### src/slc_consts.vh
// constants for the sysref / lmfc alignment control block
`ifndef SLC_CONSTS_VH
`define SLC_CONSTS_VH

// byte address of the sync and sysref control register
`define SLC_ADDR_SYNC_SYSREF_CTRL 12'h054

// field positions inside the control register
`define SLC_BIT_CGS_BYPASS        20
`define SLC_OFFSET_HI             19
`define SLC_OFFSET_LO             12
`define SLC_SPARE_HI              6
`define SLC_SPARE_LO              3
`define SLC_BIT_SYSREF_SINGLE     2

// reset value: single detect armed, everything else clear
`define SLC_CTRL_RESET            32'h00000004
// mask of bits that hold storage (others read as zero)
`define SLC_CTRL_RW_MASK          32'h001FF07C

// subclass code in which the cgs bypass acts
`define SLC_SUBCLASS_1            2'h1

// axi response codes
`define SLC_RESP_OKAY             2'h0
`define SLC_RESP_SLVERR           2'h2

// lmfc divide: multiframe length in link clocks is f*k/4
`define SLC_LMFC_DIV_SHIFT        2

`endif

### src/slc_sysref_sync.v
// two-stage synchroniser and rising edge detector for the sysref pin
`timescale 1ns/1ps
module slc_sysref_sync (
    input  wire clk_i,        // link clock
    input  wire rst_i,        // synchronous reset, active high
    input  wire sysref_i,     // asynchronous sysref pin
    output reg  sysref_rise_o // one-cycle pulse per sampled rising edge
);

    reg meta_r;   // first stage, read only by sync_r
    reg sync_r;   // second stage, safe to use
    reg last_r;   // previous synchronised level

    // synchronise the pin, then compare against the last level
    always @(posedge clk_i) begin
        if (rst_i) begin
            meta_r        <= 1'b0;
            sync_r        <= 1'b0;
            last_r        <= 1'b0;
            sysref_rise_o <= 1'b0;
        end else begin
            meta_r        <= sysref_i;
            sync_r        <= meta_r;
            last_r        <= sync_r;
            sysref_rise_o <= sync_r & ~last_r;
        end
    end

endmodule // slc_sysref_sync

### src/slc_lmfc_counter.v
// local multiframe counter with preset load and boundary tick
`timescale 1ns/1ps
`include "slc_consts.vh"
module slc_lmfc_counter #(
    parameter CNT_W = 11      // counter width, covers f*k/4 up to 2048
) (
    input  wire             clk_i,    // link clock
    input  wire             rst_i,    // synchronous reset, active high
    input  wire [CNT_W-1:0] last_i,   // highest count of one multiframe
    input  wire             load_i,   // load preset this cycle
    input  wire [7:0]       preset_i, // programmed preset
    output reg  [CNT_W-1:0] cnt_o,    // running count
    output reg              tick_o    // one pulse per wrap
);

    wire [CNT_W-1:0] preset_ext; // preset at counter width
    wire [CNT_W-1:0] preset_use; // preset after range check

    assign preset_ext = {{(CNT_W-8){1'b0}}, preset_i};
    // an out-of-range preset falls back to zero
    assign preset_use = (preset_ext > last_i) ? {CNT_W{1'b0}} : preset_ext;

    // count 0..last, wrap to zero, tick on each wrap
    always @(posedge clk_i) begin
        if (rst_i) begin
            cnt_o  <= {CNT_W{1'b0}};
            tick_o <= 1'b0;
        end else if (load_i) begin
            cnt_o  <= preset_use;
            tick_o <= 1'b0;
        end else if (cnt_o >= last_i) begin
            cnt_o  <= {CNT_W{1'b0}};
            tick_o <= 1'b1;
        end else begin
            cnt_o  <= cnt_o + {{(CNT_W-1){1'b0}}, 1'b1};
            tick_o <= 1'b0;
        end
    end

endmodule // slc_lmfc_counter

### src/slc_align_ctrl.v
// sysref to lmfc alignment control with an axi4-lite register port
//
// Notes on behaviour
// - bypass acts only in subclass 1
// - without bypass, hold cgs until sysref sampled
// - leave cgs only on an lmfc tick
// - bypass set allows exit without sysref
// - preset field holds count minus one
// - sysref edge loads counter with preset
// - counter runs 0 to f*k/4 minus 1
// - out-of-range preset replaced by zero
// - armed realign loads counter with preset, then self-clears
// - disarmed realign ignores sysref edges
// - no cgs exit before first sysref unless bypassed
// - spare bits 6..3 plain storage, reset zero
//
// Decided for this implementation: the AXI4-Lite slave port and the address map.
`timescale 1ns/1ps
`include "slc_consts.vh"
module slc_align_ctrl #(
    parameter CNT_W = 11                    // lmfc counter width
) (
    input  wire             CLK_I,          // link clock, 20 MHz
    input  wire             RST_I,          // synchronous reset, active high
    // axi4-lite write address channel
    input  wire [11:0]      S_AXI_AWADDR_I,
    input  wire             S_AXI_AWVALID_I,
    output reg              S_AXI_AWREADY_O,
    // axi4-lite write data channel
    input  wire [31:0]      S_AXI_WDATA_I,
    input  wire [3:0]       S_AXI_WSTRB_I,
    input  wire             S_AXI_WVALID_I,
    output reg              S_AXI_WREADY_O,
    // axi4-lite write response channel
    output reg  [1:0]       S_AXI_BRESP_O,
    output reg              S_AXI_BVALID_O,
    input  wire             S_AXI_BREADY_I,
    // axi4-lite read address channel
    input  wire [11:0]      S_AXI_ARADDR_I,
    input  wire             S_AXI_ARVALID_I,
    output reg              S_AXI_ARREADY_O,
    // axi4-lite read data channel
    output reg  [31:0]      S_AXI_RDATA_O,
    output reg  [1:0]       S_AXI_RRESP_O,
    output reg              S_AXI_RVALID_O,
    input  wire             S_AXI_RREADY_I,
    // link configuration, same clock domain
    input  wire [1:0]       SUBCLASS_I,     // link subclass code
    input  wire [7:0]       CFG_F_I,        // octets per frame
    input  wire [5:0]       CFG_K_I,        // frames per multiframe
    // link layer handshake, same clock domain
    input  wire             LINK_RESET_I,   // return to cgs, forget sysref
    input  wire             CGS_DONE_I,     // code group sync achieved
    // sysref pin, asynchronous
    input  wire             SYSREF_I,
    // status toward the link layer
    output wire [CNT_W-1:0] LMFC_CNT_O,     // lmfc count
    output wire             LMFC_TICK_O,    // multiframe boundary pulse
    output reg              IN_CGS_O,       // link layer held in cgs
    output reg              ILAS_START_O,   // pulse: cgs left for ilas
    output reg              SYSREF_SEEN_O   // an armed sysref edge was sampled and realigned the counter
);

    // link layer states
    localparam [0:0] ST_CGS  = 1'b0;        // code group sync
    localparam [0:0] ST_ILAS = 1'b1;        // alignment sequence and on

    // ------------------------------------------------------------------
    // configuration register
    // ------------------------------------------------------------------
    reg  [31:0] ctrl_r;                     // control register storage
    reg  [31:0] ctrl_nxt;                   // its next value

    wire        cgs_bypass;                 // bypass of sysref wait
    wire [7:0]  lmfc_preset;                // multiframe counter preset
    wire        single_det;                 // one-shot realign armed

    assign cgs_bypass  = ctrl_r[`SLC_BIT_CGS_BYPASS];
    // the field already holds the count minus one, used as is
    assign lmfc_preset = ctrl_r[`SLC_OFFSET_HI:`SLC_OFFSET_LO];
    assign single_det  = ctrl_r[`SLC_BIT_SYSREF_SINGLE];

    // ------------------------------------------------------------------
    // axi write path state
    // ------------------------------------------------------------------
    reg         aw_held_r;                  // address accepted, waiting
    reg  [11:0] aw_addr_r;                  // accepted write address
    reg         w_held_r;                   // data accepted, waiting
    reg  [31:0] w_data_r;                   // accepted write data
    reg  [3:0]  w_strb_r;                   // accepted byte enables

    wire        aw_fire;                    // address handshake now
    wire        w_fire;                     // data handshake now
    wire        wr_go;                      // both halves present
    wire [11:0] wr_addr;                    // address used for the write
    wire [31:0] wr_data;                    // data used for the write
    wire [3:0]  wr_strb;                    // enables used for the write
    wire        wr_hit;                     // write hits the register
    wire [31:0] wr_mask;                    // byte lanes written

    assign aw_fire = S_AXI_AWVALID_I & S_AXI_AWREADY_O;
    assign w_fire  = S_AXI_WVALID_I & S_AXI_WREADY_O;
    assign wr_go   = (aw_fire | aw_held_r) & (w_fire | w_held_r);
    assign wr_addr = aw_held_r ? aw_addr_r : S_AXI_AWADDR_I;
    assign wr_data = w_held_r ? w_data_r : S_AXI_WDATA_I;
    assign wr_strb = w_held_r ? w_strb_r : S_AXI_WSTRB_I;
    assign wr_hit  = wr_go & (wr_addr == `SLC_ADDR_SYNC_SYSREF_CTRL);
    assign wr_mask = {{8{wr_strb[3]}}, {8{wr_strb[2]}},
                      {8{wr_strb[1]}}, {8{wr_strb[0]}}};

    // ------------------------------------------------------------------
    // sysref edge and lmfc counter
    // ------------------------------------------------------------------
    wire        sysref_rise;                // synchronised rising edge
    wire        realign;                    // edge that realigns now
    wire [CNT_W-1:0] lmfc_last;             // last count of a multiframe

    // pin passes two flip-flops before the edge detector
    slc_sysref_sync u_sync (
        .clk_i         (CLK_I),
        .rst_i         (RST_I),
        .sysref_i      (SYSREF_I),
        .sysref_rise_o (sysref_rise)
    );

    // only an armed one-shot lets an edge touch the counter
    assign realign = sysref_rise & single_det;

    // multiframe length in link clocks, less one
    function [CNT_W-1:0] lmfc_last_f;
        input [7:0] f;
        input [5:0] k;
        reg   [13:0] prod;
        begin
            prod = f * k;
            prod = prod >> `SLC_LMFC_DIV_SHIFT;
            if (prod == 14'h0000) begin
                lmfc_last_f = {CNT_W{1'b0}};
            end else begin
                lmfc_last_f = prod[CNT_W-1:0] - {{(CNT_W-1){1'b0}}, 1'b1};
            end
        end
    endfunction

    assign lmfc_last = lmfc_last_f(CFG_F_I, CFG_K_I);

    // counter reloads with the preset on each realigning edge
    slc_lmfc_counter #(
        .CNT_W (CNT_W)
    ) u_lmfc (
        .clk_i    (CLK_I),
        .rst_i    (RST_I),
        .last_i   (lmfc_last),
        .load_i   (realign),
        .preset_i (lmfc_preset),
        .cnt_o    (LMFC_CNT_O),
        .tick_o   (LMFC_TICK_O)
    );

    // ------------------------------------------------------------------
    // control register update
    // ------------------------------------------------------------------
    // software write merges byte lanes; hardware clears the one-shot
    always @* begin
        ctrl_nxt = ctrl_r;
        if (realign) begin
            // armed realign disarms itself once sysref was sampled
            ctrl_nxt[`SLC_BIT_SYSREF_SINGLE] = 1'b0;
        end
        if (wr_hit) begin
            // spare bits are plain storage with no effect
            ctrl_nxt = (ctrl_nxt & ~(wr_mask & `SLC_CTRL_RW_MASK)) |
                       (wr_data & wr_mask & `SLC_CTRL_RW_MASK);
        end
    end

    // register storage, reset to its documented value
    always @(posedge CLK_I) begin
        if (RST_I) begin
            ctrl_r <= `SLC_CTRL_RESET;
        end else begin
            ctrl_r <= ctrl_nxt;
        end
    end

    // ------------------------------------------------------------------
    // axi write channels
    // ------------------------------------------------------------------
    // each half is held until the other arrives, then answered once
    always @(posedge CLK_I) begin
        if (RST_I) begin
            aw_held_r       <= 1'b0;
            aw_addr_r       <= 12'h000;
            w_held_r        <= 1'b0;
            w_data_r        <= 32'h00000000;
            w_strb_r        <= 4'h0;
            S_AXI_AWREADY_O <= 1'b1;
            S_AXI_WREADY_O  <= 1'b1;
            S_AXI_BVALID_O  <= 1'b0;
            S_AXI_BRESP_O   <= `SLC_RESP_OKAY;
        end else begin
            // address taken: stop taking more until the response
            if (aw_fire) begin
                aw_addr_r       <= S_AXI_AWADDR_I;
                S_AXI_AWREADY_O <= 1'b0;
            end
            // data taken: same treatment
            if (w_fire) begin
                w_data_r       <= S_AXI_WDATA_I;
                w_strb_r       <= S_AXI_WSTRB_I;
                S_AXI_WREADY_O <= 1'b0;
            end
            if (wr_go) begin
                // both halves in: raise the response
                aw_held_r      <= 1'b0;
                w_held_r       <= 1'b0;
                S_AXI_BVALID_O <= 1'b1;
                S_AXI_BRESP_O  <= wr_hit ? `SLC_RESP_OKAY : `SLC_RESP_SLVERR;
            end else begin
                // remember which half is waiting
                if (aw_fire) begin
                    aw_held_r <= 1'b1;
                end
                if (w_fire) begin
                    w_held_r <= 1'b1;
                end
            end
            // response taken: open both channels again
            if (S_AXI_BVALID_O & S_AXI_BREADY_I) begin
                S_AXI_BVALID_O  <= 1'b0;
                S_AXI_AWREADY_O <= 1'b1;
                S_AXI_WREADY_O  <= 1'b1;
            end
        end
    end

    // ------------------------------------------------------------------
    // axi read channels
    // ------------------------------------------------------------------
    // one read at a time; data registered with the address handshake
    always @(posedge CLK_I) begin
        if (RST_I) begin
            S_AXI_ARREADY_O <= 1'b1;
            S_AXI_RVALID_O  <= 1'b0;
            S_AXI_RDATA_O   <= 32'h00000000;
            S_AXI_RRESP_O   <= `SLC_RESP_OKAY;
        end else if (S_AXI_ARVALID_I & S_AXI_ARREADY_O) begin
            S_AXI_ARREADY_O <= 1'b0;
            S_AXI_RVALID_O  <= 1'b1;
            if (S_AXI_ARADDR_I == `SLC_ADDR_SYNC_SYSREF_CTRL) begin
                // reserved bits read as zero
                S_AXI_RDATA_O <= ctrl_r & `SLC_CTRL_RW_MASK;
                S_AXI_RRESP_O <= `SLC_RESP_OKAY;
            end else begin
                // unmapped address: zero data, slave error
                S_AXI_RDATA_O <= 32'h00000000;
                S_AXI_RRESP_O <= `SLC_RESP_SLVERR;
            end
        end else if (S_AXI_RVALID_O & S_AXI_RREADY_I) begin
            S_AXI_RVALID_O  <= 1'b0;
            S_AXI_ARREADY_O <= 1'b1;
        end
    end

    // ------------------------------------------------------------------
    // cgs exit gating
    // ------------------------------------------------------------------
    reg  [0:0] state_r;                     // link layer state
    reg  [0:0] state_nxt;                   // its next value
    wire       bypass_on;                   // bypass in force
    wire       exit_ok;                     // cgs exit allowed
    wire       seen_now;                    // sysref sampled by now

    // bypass is ignored outside subclass 1
    assign bypass_on = cgs_bypass & (SUBCLASS_I == `SLC_SUBCLASS_1);
    // registered edge with one-shot cleared; a realign-cycle tick is stale
    assign seen_now  = SYSREF_SEEN_O & ~single_det;
    // sysref sampled and one-shot cleared, or bypass in force
    assign exit_ok   = bypass_on |
                       seen_now;

    // state transition: cgs exits only on a multiframe boundary
    always @* begin
        state_nxt = state_r;
        case (state_r)
            ST_CGS: begin
                if (CGS_DONE_I & exit_ok & LMFC_TICK_O) begin
                    state_nxt = ST_ILAS;
                end
            end
            ST_ILAS: begin
                state_nxt = ST_ILAS;
            end
            default: begin
                state_nxt = ST_CGS;
            end
        endcase
        if (LINK_RESET_I) begin
            // link reset drops back to code group sync
            state_nxt = ST_CGS;
        end
    end

    // state, status flags and the exit pulse
    always @(posedge CLK_I) begin
        if (RST_I) begin
            state_r       <= ST_CGS;
            IN_CGS_O      <= 1'b1;
            ILAS_START_O  <= 1'b0;
            SYSREF_SEEN_O <= 1'b0;
        end else begin
            state_r      <= state_nxt;
            IN_CGS_O     <= (state_nxt == ST_CGS);
            ILAS_START_O <= (state_r == ST_CGS) & (state_nxt == ST_ILAS);
            if (realign) begin
                // a new edge wins over a link reset in the same cycle
                SYSREF_SEEN_O <= 1'b1;
            end else if (LINK_RESET_I) begin
                // sampling must be re-armed by software after reset
                SYSREF_SEEN_O <= 1'b0;
            end
        end
    end

endmodule // slc_align_ctrl

### config.mk
export PLATFORM = sky130hd
export DESIGN_NAME = slc_align_ctrl
export DESIGN_NICKNAME = d
export VERILOG_FILES = /design/src/slc_sysref_sync.v /design/src/slc_lmfc_counter.v /design/src/slc_align_ctrl.v
export VERILOG_INCLUDE_DIRS = /design/src /design/src/src
export SDC_FILE = /design/constraint.sdc
export NUM_CORES = 1
export LEC_CHECK = 0
export BUFFER_PORTS_ARGS = -buffer_cell sky130_fd_sc_hd__buf_2
export CAP_MARGIN = 25
export CORE_MARGIN = 1
export CORE_UTILIZATION = 25
export CTS_CLUSTER_DIAMETER = 30
export DETAILED_ROUTE_END_ITERATION = 12
export SYNTH_ARGS = -nofsm -noshare
export SYNTH_HDL_FRONTEND = slang
export SYNTH_SLANG_ARGS = --single-unit
### constraint.sdc
create_clock -name CLK_I -period 7.07 [get_ports CLK_I]
set_input_delay 1.414 -clock CLK_I [delete_from_list [all_inputs] [get_ports CLK_I]]
set_output_delay 1.414 -clock CLK_I [all_outputs]
set_load 0.01 [all_outputs]
==> results.cfg, run 1 <==
[routing]
wl_um = 12940
wl_per_cell_um = 12.37
first_pass_iters = 4
drt.antenna.violating_nets = 0
drt_iter0_markers = 217
via_per_inst = 4.464
vias = 4669
drc = 0

[timing]
setup_tns_ns = 0
hold_viol = 0
fin_crit_sh_pct = 94.80
fmax_mhz = 149.2
relSlewSlack_pct = 36.48
slew_violations = 0
holdWs_ns = 0.4019
worstMarginPinSlew_ns = 0.9477
finalSetupViolCount = 0
skew_ns = 0.006849
period_needed_ns = 6.702
rsz0062_at_grt = no
fin_ws_ns = 0.3676

[critical_path]
required_ns = 7.33
reg2reg_depth = 6
setup.worst_path.end_class = flop
setup.worst_path.start_class = input pin
worstPathArrival_ns = 6.97
crit_type = input pin to flop
crit_path_max_fanout = 10

[floorplanning]
dieArea_um2 = 22940
io_pins = 142
die_h_um = 151.5
initial_core_util_pct = 25.51
design.core.area_um2 = 21890
num_rows = 54
die_w_um = 151.5

[synthesis]
synth_area_leaders = dfxtp_1, ha_1, fa_1
synth_cells = 654
ys.flop_type = dfxtp_1
yosys_warnings = 0
ys_ff_latch = 86
yosysTopAreaCell = dfxtp_1
ys_types = 56
async_flop_share_pct = 0
yosysSeqAreaShare_pct = 30.83
synth_top_area_share_pct = 30.83
netlist_area_um2 = 5584
syn_avg_cell_area_um2 = 8.538
synth_edf_count = 0

[placed_design]
dp_slack_ns = 0.006214
hpwl_um = 10090
gp_congestion = 0.7695
io_buffers = 102

[global_routing]
grt_pass1_wl_um = 21130
grt-ovfl-total = 0
grt_max_degree = 73
grt-busiest-layer = met2
use_met3_pct = 3.713
grt_use_met2_pct = 18.13
grt_pass1_vias = 4361
gr-usage-all-layers_pct = 11.61
met1_usage_pct = 15.55
antenna_found_initial = 3

[cells_and_area]
final_cell_mix = buf_2, nand2_1, dfxtp_1
drive_gt1_share_pct = 19.22
layout_commonest_cell = buf_2
nets = 913
num-fill-cells = 2350
syn_to_final_growth_pct = 20.97

[run_status]
status = finished clean

[clock_network]
cts_tree = yes
clkSinkCount = 86
clk_pin_slew_ns = 0.06
root_buffer = clkbuf_16
post-cts-setup-buffers = 0
clockBufferDepth = 2
numCtsBuffers = 9
clk_latency_ns = 0.34
htreeDepth = 3

[worst_hold_path]
hold_path.class = flop to flop
hold_depth = 1

[power_and_ir_drop]
max-vdd-ir-drop_v = 0.0001169
power_density_nw_per_um2 = 255.4
fin_total_pwr_w = 0.001725
leakage_nw = 2.991

[flow_run]
max_cap_viol_count = 0
worst max-delay path: stages:
cell	delay [ns]
buf_2	0.15
and2_1	0.18
fa_1	0.49
fa_1	0.55
inv_1	0.05
fa_1	0.53
inv_1	0.04
ha_1	0.39
a21oi_1	0.16
o22ai_1	0.17
o41a_1	0.43
a31oi_1	0.15
a22o_1	0.19
nand3_2	0.13
o21ai_0	0.25
ha_1	0.33
o21a_1	0.19
o21a_1	0.16
o21ai_0	0.13
nand2_1	0.06
o21ai_0	0.09
a31oi_1	0.11
or2_2	0.42
o22ai_1	0.19
power by group:
group / total (W) / switching [W] / internal [W]
Clock: 0.000509 / 0.000197 / 0.000312
Sequential: 0.000514 / 0.0000119 / 0.000502
Combinational: 0.000701 / 0.000397 / 0.000304
stage by stage:
step | std cells | util, % | area (um2)
4_1_cts | 1044 | 30.69 | 6719
2_1_floorplan | 673 | - | 5655
3_5_place_dp | 1028 | 29.22 | 6397
6_report | 1046 | 30.86 | 6755
3_3_place_gp | 1028 | 29.22 | 6397
5_1_grt | 1045 | 30.85 | 6753
worst paths after layout:
path | start | to | slack, ns
worst max register to register | S_AXI_WREADY_O$_SDFFE_PP1P_ | ctrl_r[2]$_SDFF_PP1_ | 4.64
worst min-delay path | u_sync.last_r$_SDFF_PP0_ | u_sync.sysref_rise_o$_SDFF_PP0_ | 0.40
worst max-delay path | CFG_K_I[4] | u_lmfc.cnt_o[7]$_SDFF_PP0_ | 0.37
worst min register to register | u_sync.last_r$_SDFF_PP0_ | u_sync.sysref_rise_o$_SDFF_PP0_ | 0.40
metal layers:
layer	routed length (um)	up-vias
li1	-	2423
met1	6144	2153
met2	6032	75
met3	596	14
met4	139	4
met5	27	-
synthesized netlist by cell type, types with 15 or more instances:
| master | instances |
|---|---|
| nand2_1 | 92 |
| dfxtp_1 | 86 |
| buf_4 | 21 |
| clkbuf_1 | 21 |
| mux2i_1 | 16 |
| a21oi_1 | 47 |
| a211oi_1 | 15 |
| nor2_1 | 53 |
| inv_1 | 37 |
| fa_1 | 25 |
| ha_1 | 42 |
| and2_1 | 40 |
timing repair:
item	4_1_cts	5_1_grt
hold buffers	0	0
gates resized for setup	0	2
setup endpoints to repair	0	9
logic make-up after synthesis:
logic type                 after synthesis  share of synthesized area (%)
xor gates and xnor gates                23                          3.608
muxes                                   17                          3.070
DFF                                     86                          30.83
and+or+nand+nor                        251                          22.16
buffers and inverters                   79                          6.722
adders and majority gates               67                          18.37
AOI/OAI and AO/OA                      130                          15.17
other                                    1                        0.06715
layout make-up:
type                    instances  area (um2)  area share, %
well taps                     280       350.3          5.186
clock inverters                 6       92.59          1.371
inverters                      37       138.9          2.056
multi-input cells             508        3570          52.84
flip-flops and latches         86        1722          25.49
repair buffers                118       650.6          9.631
clock buffers                  10       229.0          3.390
diodes                          1       2.502        0.03704
No activity file was read; power rests on OpenSTA's default activity.
==> run 2: changes to the inputs <==
- PLACE_DENSITY_LB_ADDON: not set -> 0.25
==> results.cfg, run 2 (same netlist as run 1, synthesis figures left out) <==
[critical_path]
setup.worst_path.end_class = flop
timing.rr.end = ctrl_r[2]$_SDFF_PP1_
required_ns = 7.33
rrSetupSlack_ns = 4.53
crit_path_end = u_lmfc.cnt_o[3]$_SDFF_PP0_
setup.worst_path.start = CFG_F_I[2]
crit_type = input pin to flop
setup.worst_path.start_class = input pin
worstPathArrival_ns = 6.89
reg2reg_from = S_AXI_WREADY_O$_SDFFE_PP1P_
crit_path_max_fanout = 10
reg2reg_depth = 6

[placed_design]
io_buffers = 102
dp_slack_ns = 0.06568
gp_congestion = 0.7728
hpwl_um = 10270

[global_routing]
grt-ovfl-total = 0
grt_pass1_vias = 4313
grt_pass1_wl_um = 21710
antenna_found_initial = 2
grt_max_degree = 73
gr-usage-all-layers_pct = 11.99

[clock_network]
clk_pin_slew_ns = 0.06
clk_latency_ns = 0.33
htreeDepth = 3
numCtsBuffers = 9
cts_tree = yes
cts_resized = 0
clkSinkCount = 86
clockBufferDepth = 2
hold_buffers = 0
post-cts-setup-buffers = 0
root_buffer = clkbuf_16

[timing]
fin_crit_sh_pct = 93.74
setup_tns_ns = 0
fin_ws_ns = 0.4427
period_needed_ns = 6.627
skew_ns = 0.006634
finalSetupViolCount = 0
relSlewSlack_pct = 48.59
rsz0062_at_grt = no
slew_violations = 0
hold_viol = 0
worstMarginPinSlew_ns = 0.7712
fmax_mhz = 150.9

[floorplanning]
design.core.area_um2 = 21890
initial_core_util_pct = 25.51
io_pins = 142
die_w_um = 151.5
die_h_um = 151.5
dieArea_um2 = 22940
num_rows = 54

[run_status]
status = finished clean

[routing]
vias = 4727
first_pass_iters = 4
wl_per_cell_um = 12.48
drc = 0
via_per_inst = 4.459
drt.antenna.violating_nets = 0
drt_iter0_markers = 208
wl_um = 13230

[power_and_ir_drop]
leakage_nw = 3.062
power_density_nw_per_um2 = 254.5
max-vdd-ir-drop_v = 0.0001209

[cells_and_area]
syn_to_final_growth_pct = 22.50
nets = 927
drive_gt1_share_pct = 20.44
final_cell_mix = buf_2, nand2_1, dfxtp_1
layout_commonest_cell = buf_2
final_core_util_pct = 31.25

[worst_hold_path]
hold_path.class = flop to flop

[flow_run]
max_cap_viol_count = 0
[run 2: critical path: stages]
cell and delay, ns:
buf_2 0.12, and2_1 0.17, fa_1 0.51, fa_1 0.55
inv_1 0.06, fa_1 0.52, inv_1 0.04, ha_1 0.38
nand3_1 0.14, o2111ai_2 0.13, xnor2_1 0.19, nor4_4 0.37
and3_1 0.23, nand3_1 0.18, and2_1 0.26, ha_1 0.27
nand2b_1 0.14, a21oi_1 0.14, nor2b_1 0.05, o21ai_0 0.15
a21o_1 0.14, a31oi_1 0.12, or2_2 0.42, o22ai_1 0.19
[run 2: worst min-delay path by stage]
stage | from | endpoint | slack [ns] | cells after the start
final | u_sync.last_r$_SDFF_PP0_ | u_sync.sysref_rise_o$_SDFF_PP0_ | 0.39 | 1
after global routing | u_sync.last_r$_SDFF_PP0_ | u_sync.sysref_rise_o$_SDFF_PP0_ | 0.40 | 1
after CTS | u_sync.last_r$_SDFF_PP0_ | u_sync.sysref_rise_o$_SDFF_PP0_ | 0.39 | 1
after detailed placement | u_sync.last_r$_SDFF_PP0_ | u_sync.sysref_rise_o$_SDFF_PP0_ | 0.38 | 1
after global placement | u_sync.last_r$_SDFF_PP0_ | u_sync.sysref_rise_o$_SDFF_PP0_ | 0.38 | 1
after floorplan | u_sync.last_r$_SDFF_PP0_ | u_sync.sysref_rise_o$_SDFF_PP0_ | 0.37 | 1
[run 2: final cells by class]
type / count / area, um2
fillers: 2417 / 15050
multi-input cells: 508 / 3560
flip-flops and latches: 86 / 1722
repair buffers: 132 / 743.2
well taps: 280 / 350.3
clock buffers: 10 / 239.0
inverters: 37 / 138.9
clock inverters: 5 / 82.58
diodes: 2 / 5.005
[run 2: power breakdown]
group | total [W] | internal, W | leakage [nW] | switching, W
clock | 0.000509 | 0.000318 | 0.159 | 0.000190
sequential | 0.000516 | 0.000502 | 0.701 | 0.0000134
combinational | 0.000717 | 0.000325 | 2.20 | 0.000392
[run 2: stage by stage]
step | power, W | hold WS (ns) | instances | instance area (um2)
after floorplan | 0.001030 | 0.3674 | 673 | 5655
after global placement | 0.001248 | 0.3760 | 1042 | 6497
after detailed placement | 0.001250 | 0.3780 | 1042 | 6497
after CTS | 0.001764 | 0.3885 | 1057 | 6819
after global routing | 0.001885 | 0.4007 | 1058 | 6835
final | 0.001741 | 0.3853 | 1060 | 6840
[run 2: routing by layer]
metal  global-route usage, %  share of wire [%]  up-vias
met5                       0                  0        -
met2                   19.16                 46       80
li1                        -                  -     2459
met4                   2.600               0.77        0
met1                   16.17                 48     2177
met3                   3.024                4.6       11
==> run 3: changes to the inputs <==
- CELL_PAD_IN_SITES_DETAIL_PLACEMENT: not set -> 0
- CELL_PAD_IN_SITES_GLOBAL_PLACEMENT: not set -> 1
- clock period: 7.07 -> 6.1 ns (I/O delays scaled with it)
==> results.cfg, run 3 (same netlist as run 1, synthesis figures left out) <==
[floorplanning]
dieArea_um2 = 22940
design.core.area_um2 = 21890
die_h_um = 151.5
io_pins = 142
die_w_um = 151.5
num_rows = 54
initial_core_util_pct = 25.51

[timing]
finalSetupViolCount = 0
skew_ns = 0.006516
setup_tns_ns = 0
fmax_mhz = 168.9
slew_violations = 0
relSlewSlack_pct = 48.30
fin_crit_sh_pct = 97.06
hold_viol = 0
worstMarginPinSlew_ns = 0.7755
period_needed_ns = 5.921

[global_routing]
antenna_found_initial = 4
grt_pass1_wl_um = 23380
grt_pass1_vias = 4729
grt_max_degree = 73
gr-usage-all-layers_pct = 12.99
grt-ovfl-total = 0

[clock_network]
numCtsBuffers = 9
hold_buffers = 0
clk_pin_slew_ns = 0.07
cts_tree = yes
clk_latency_ns = 0.35
htreeDepth = 3
root_buffer = clkbuf_16
clkSinkCount = 86
clockBufferDepth = 2

[run_status]
status = finished clean

[placed_design]
io_buffers = 102
gp_congestion = 0.7527
hpwl_um = 10900

[routing]
first_pass_iters = 4
wl_per_cell_um = 12.85
vias = 4987
drc = 0
via_per_inst = 4.461
wl_um = 14370
drt_iter0_markers = 138
drt.antenna.violating_nets = 0

[power_and_ir_drop]
p_comb_share_pct = 51.4
power_density_nw_per_um2 = 311.9
fin_total_pwr_w = 0.002429
seq_power_share_pct = 24.5
p_sw_w = 0.0008621
clockPowerShare_pct = 24.1
leakage_nw = 3.443
p_sw_share_pct = 35.49
max-vdd-ir-drop_v = 0.0001294
p_int_w = 0.001567

[cells_and_area]
nets = 983
layout_commonest_cell = buf_2
final_cell_mix = buf_2, nand2_1, dfxtp_1
syn_to_final_growth_pct = 39.46
drive_gt1_share_pct = 34.61

[critical_path]
crit_family = adder cells
cpMostUsedCell = fa_1
worstPathArrival_ns = 6.15
required_ns = 6.33
worst-path-buf-inv = 4
setup.worst_path.start_class = input pin
max_stage_delay_ns = 0.55
crit_path_max_fanout = 8
crit_type = input pin to flop
setup.worst_path.end_class = flop
cp_cell_sequence = buf_4 > and2_4 > fa_1 > fa_1 > inv_1 > fa_1 > inv_2 > ha_4 > nand3_2 > o2111ai_2 > xnor2_2 > nor4_4 > and3_4 > nand3_4 > and2_4 > ha_4 > nor2b_4 > o21ai_2 > a21oi_2 > a2111oi_2 > or4_4 > nor4_4 > buf_6 > o22ai_2
slowest_stage = fa_1

[flow_run]
max_cap_viol_count = 0

[worst_hold_path]
hold_path.class = flop to flop
## run 3: repair_timing
item / in CTS / in global routing
buffers inserted: 3 / 6
pin swaps: 8 / 51
endpoints found under the setup margin: 12 / 12
resized for setup: 27 / 77
gates cloned: 0 / 1
endpoints found under the hold margin: 0 / 0
## run 3: routing by layer
layer	GRT usage [%]	up-vias	routed length (um)	share of wire, %
met3	4.012	13	691	4.8
li1	-	2575	-	-
met2	20.73	84	6797	47
met4	3.000	4	123	0.86
met1	17.03	2311	6729	47
met5	0	-	27	0.19
## run 3: worst reg2reg max path, cell delays in order (launching register included)
cell and delay (ns):
dfxtp_1 0.36, and2_1 0.61, nor2_1 0.20, a21o_1 0.26, nor2_1 0.54, nor3b_1 0.11
a211o_1 0.29
## run 3: metrics by stage
step	util, %	setup slack [ns]	area (um2)	cells	hold slack (ns)
global placement	31.57	-0.6642	6910	1089	0.3832
global route	35.55	-0.04417	7782	1116	0.4123
finish	35.57	0.1791	7787	1118	0.3918
CTS	33.78	0.0004148	7396	1108	0.3929
floorplan	-	-0.008829	5731	673	0.3674
detailed placement	31.57	-0.6505	6910	1089	0.3833
## run 3: power by group through the flow
stage	combinational (W)	clock, W	sequential (W)
2_1_floorplan	0.000619	0	0.000608
3_3_place_gp	0.00103	0	0.000607
3_5_place_dp	0.00102	0	0.000607
4_1_cts	0.00111	0.000606	0.000594
5_1_grt	0.00139	0.000629	0.000597
6_report	0.00125	0.000585	0.000594
## run 3: final timing paths
check / cells past startpoint / from / to / slack (ns)
worst max register to register: 6 / S_AXI_WREADY_O$_SDFFE_PP1P_ / ctrl_r[2]$_SDFF_PP1_ / 3.64
worst min register to register: 1 / u_sync.last_r$_SDFF_PP0_ / u_sync.sysref_rise_o$_SDFF_PP0_ / 0.39
worst max-delay path: 24 / CFG_K_I[2] / u_lmfc.cnt_o[3]$_SDFF_PP0_ / 0.18
worst min-delay path: 1 / u_sync.last_r$_SDFF_PP0_ / u_sync.sysref_rise_o$_SDFF_PP0_ / 0.39
## run 3: layout make-up
class | count | area [um2]
clock buffers | 10 | 239.0
clock inverters | 6 | 75.07
well taps | 280 | 350.3
inverters | 37 | 138.9
multi-input cells | 509 | 4046
repair buffers | 187 | 1209
flip-flops and latches | 86 | 1722
fillers | 2326 | 14100
diodes | 3 | 7.507
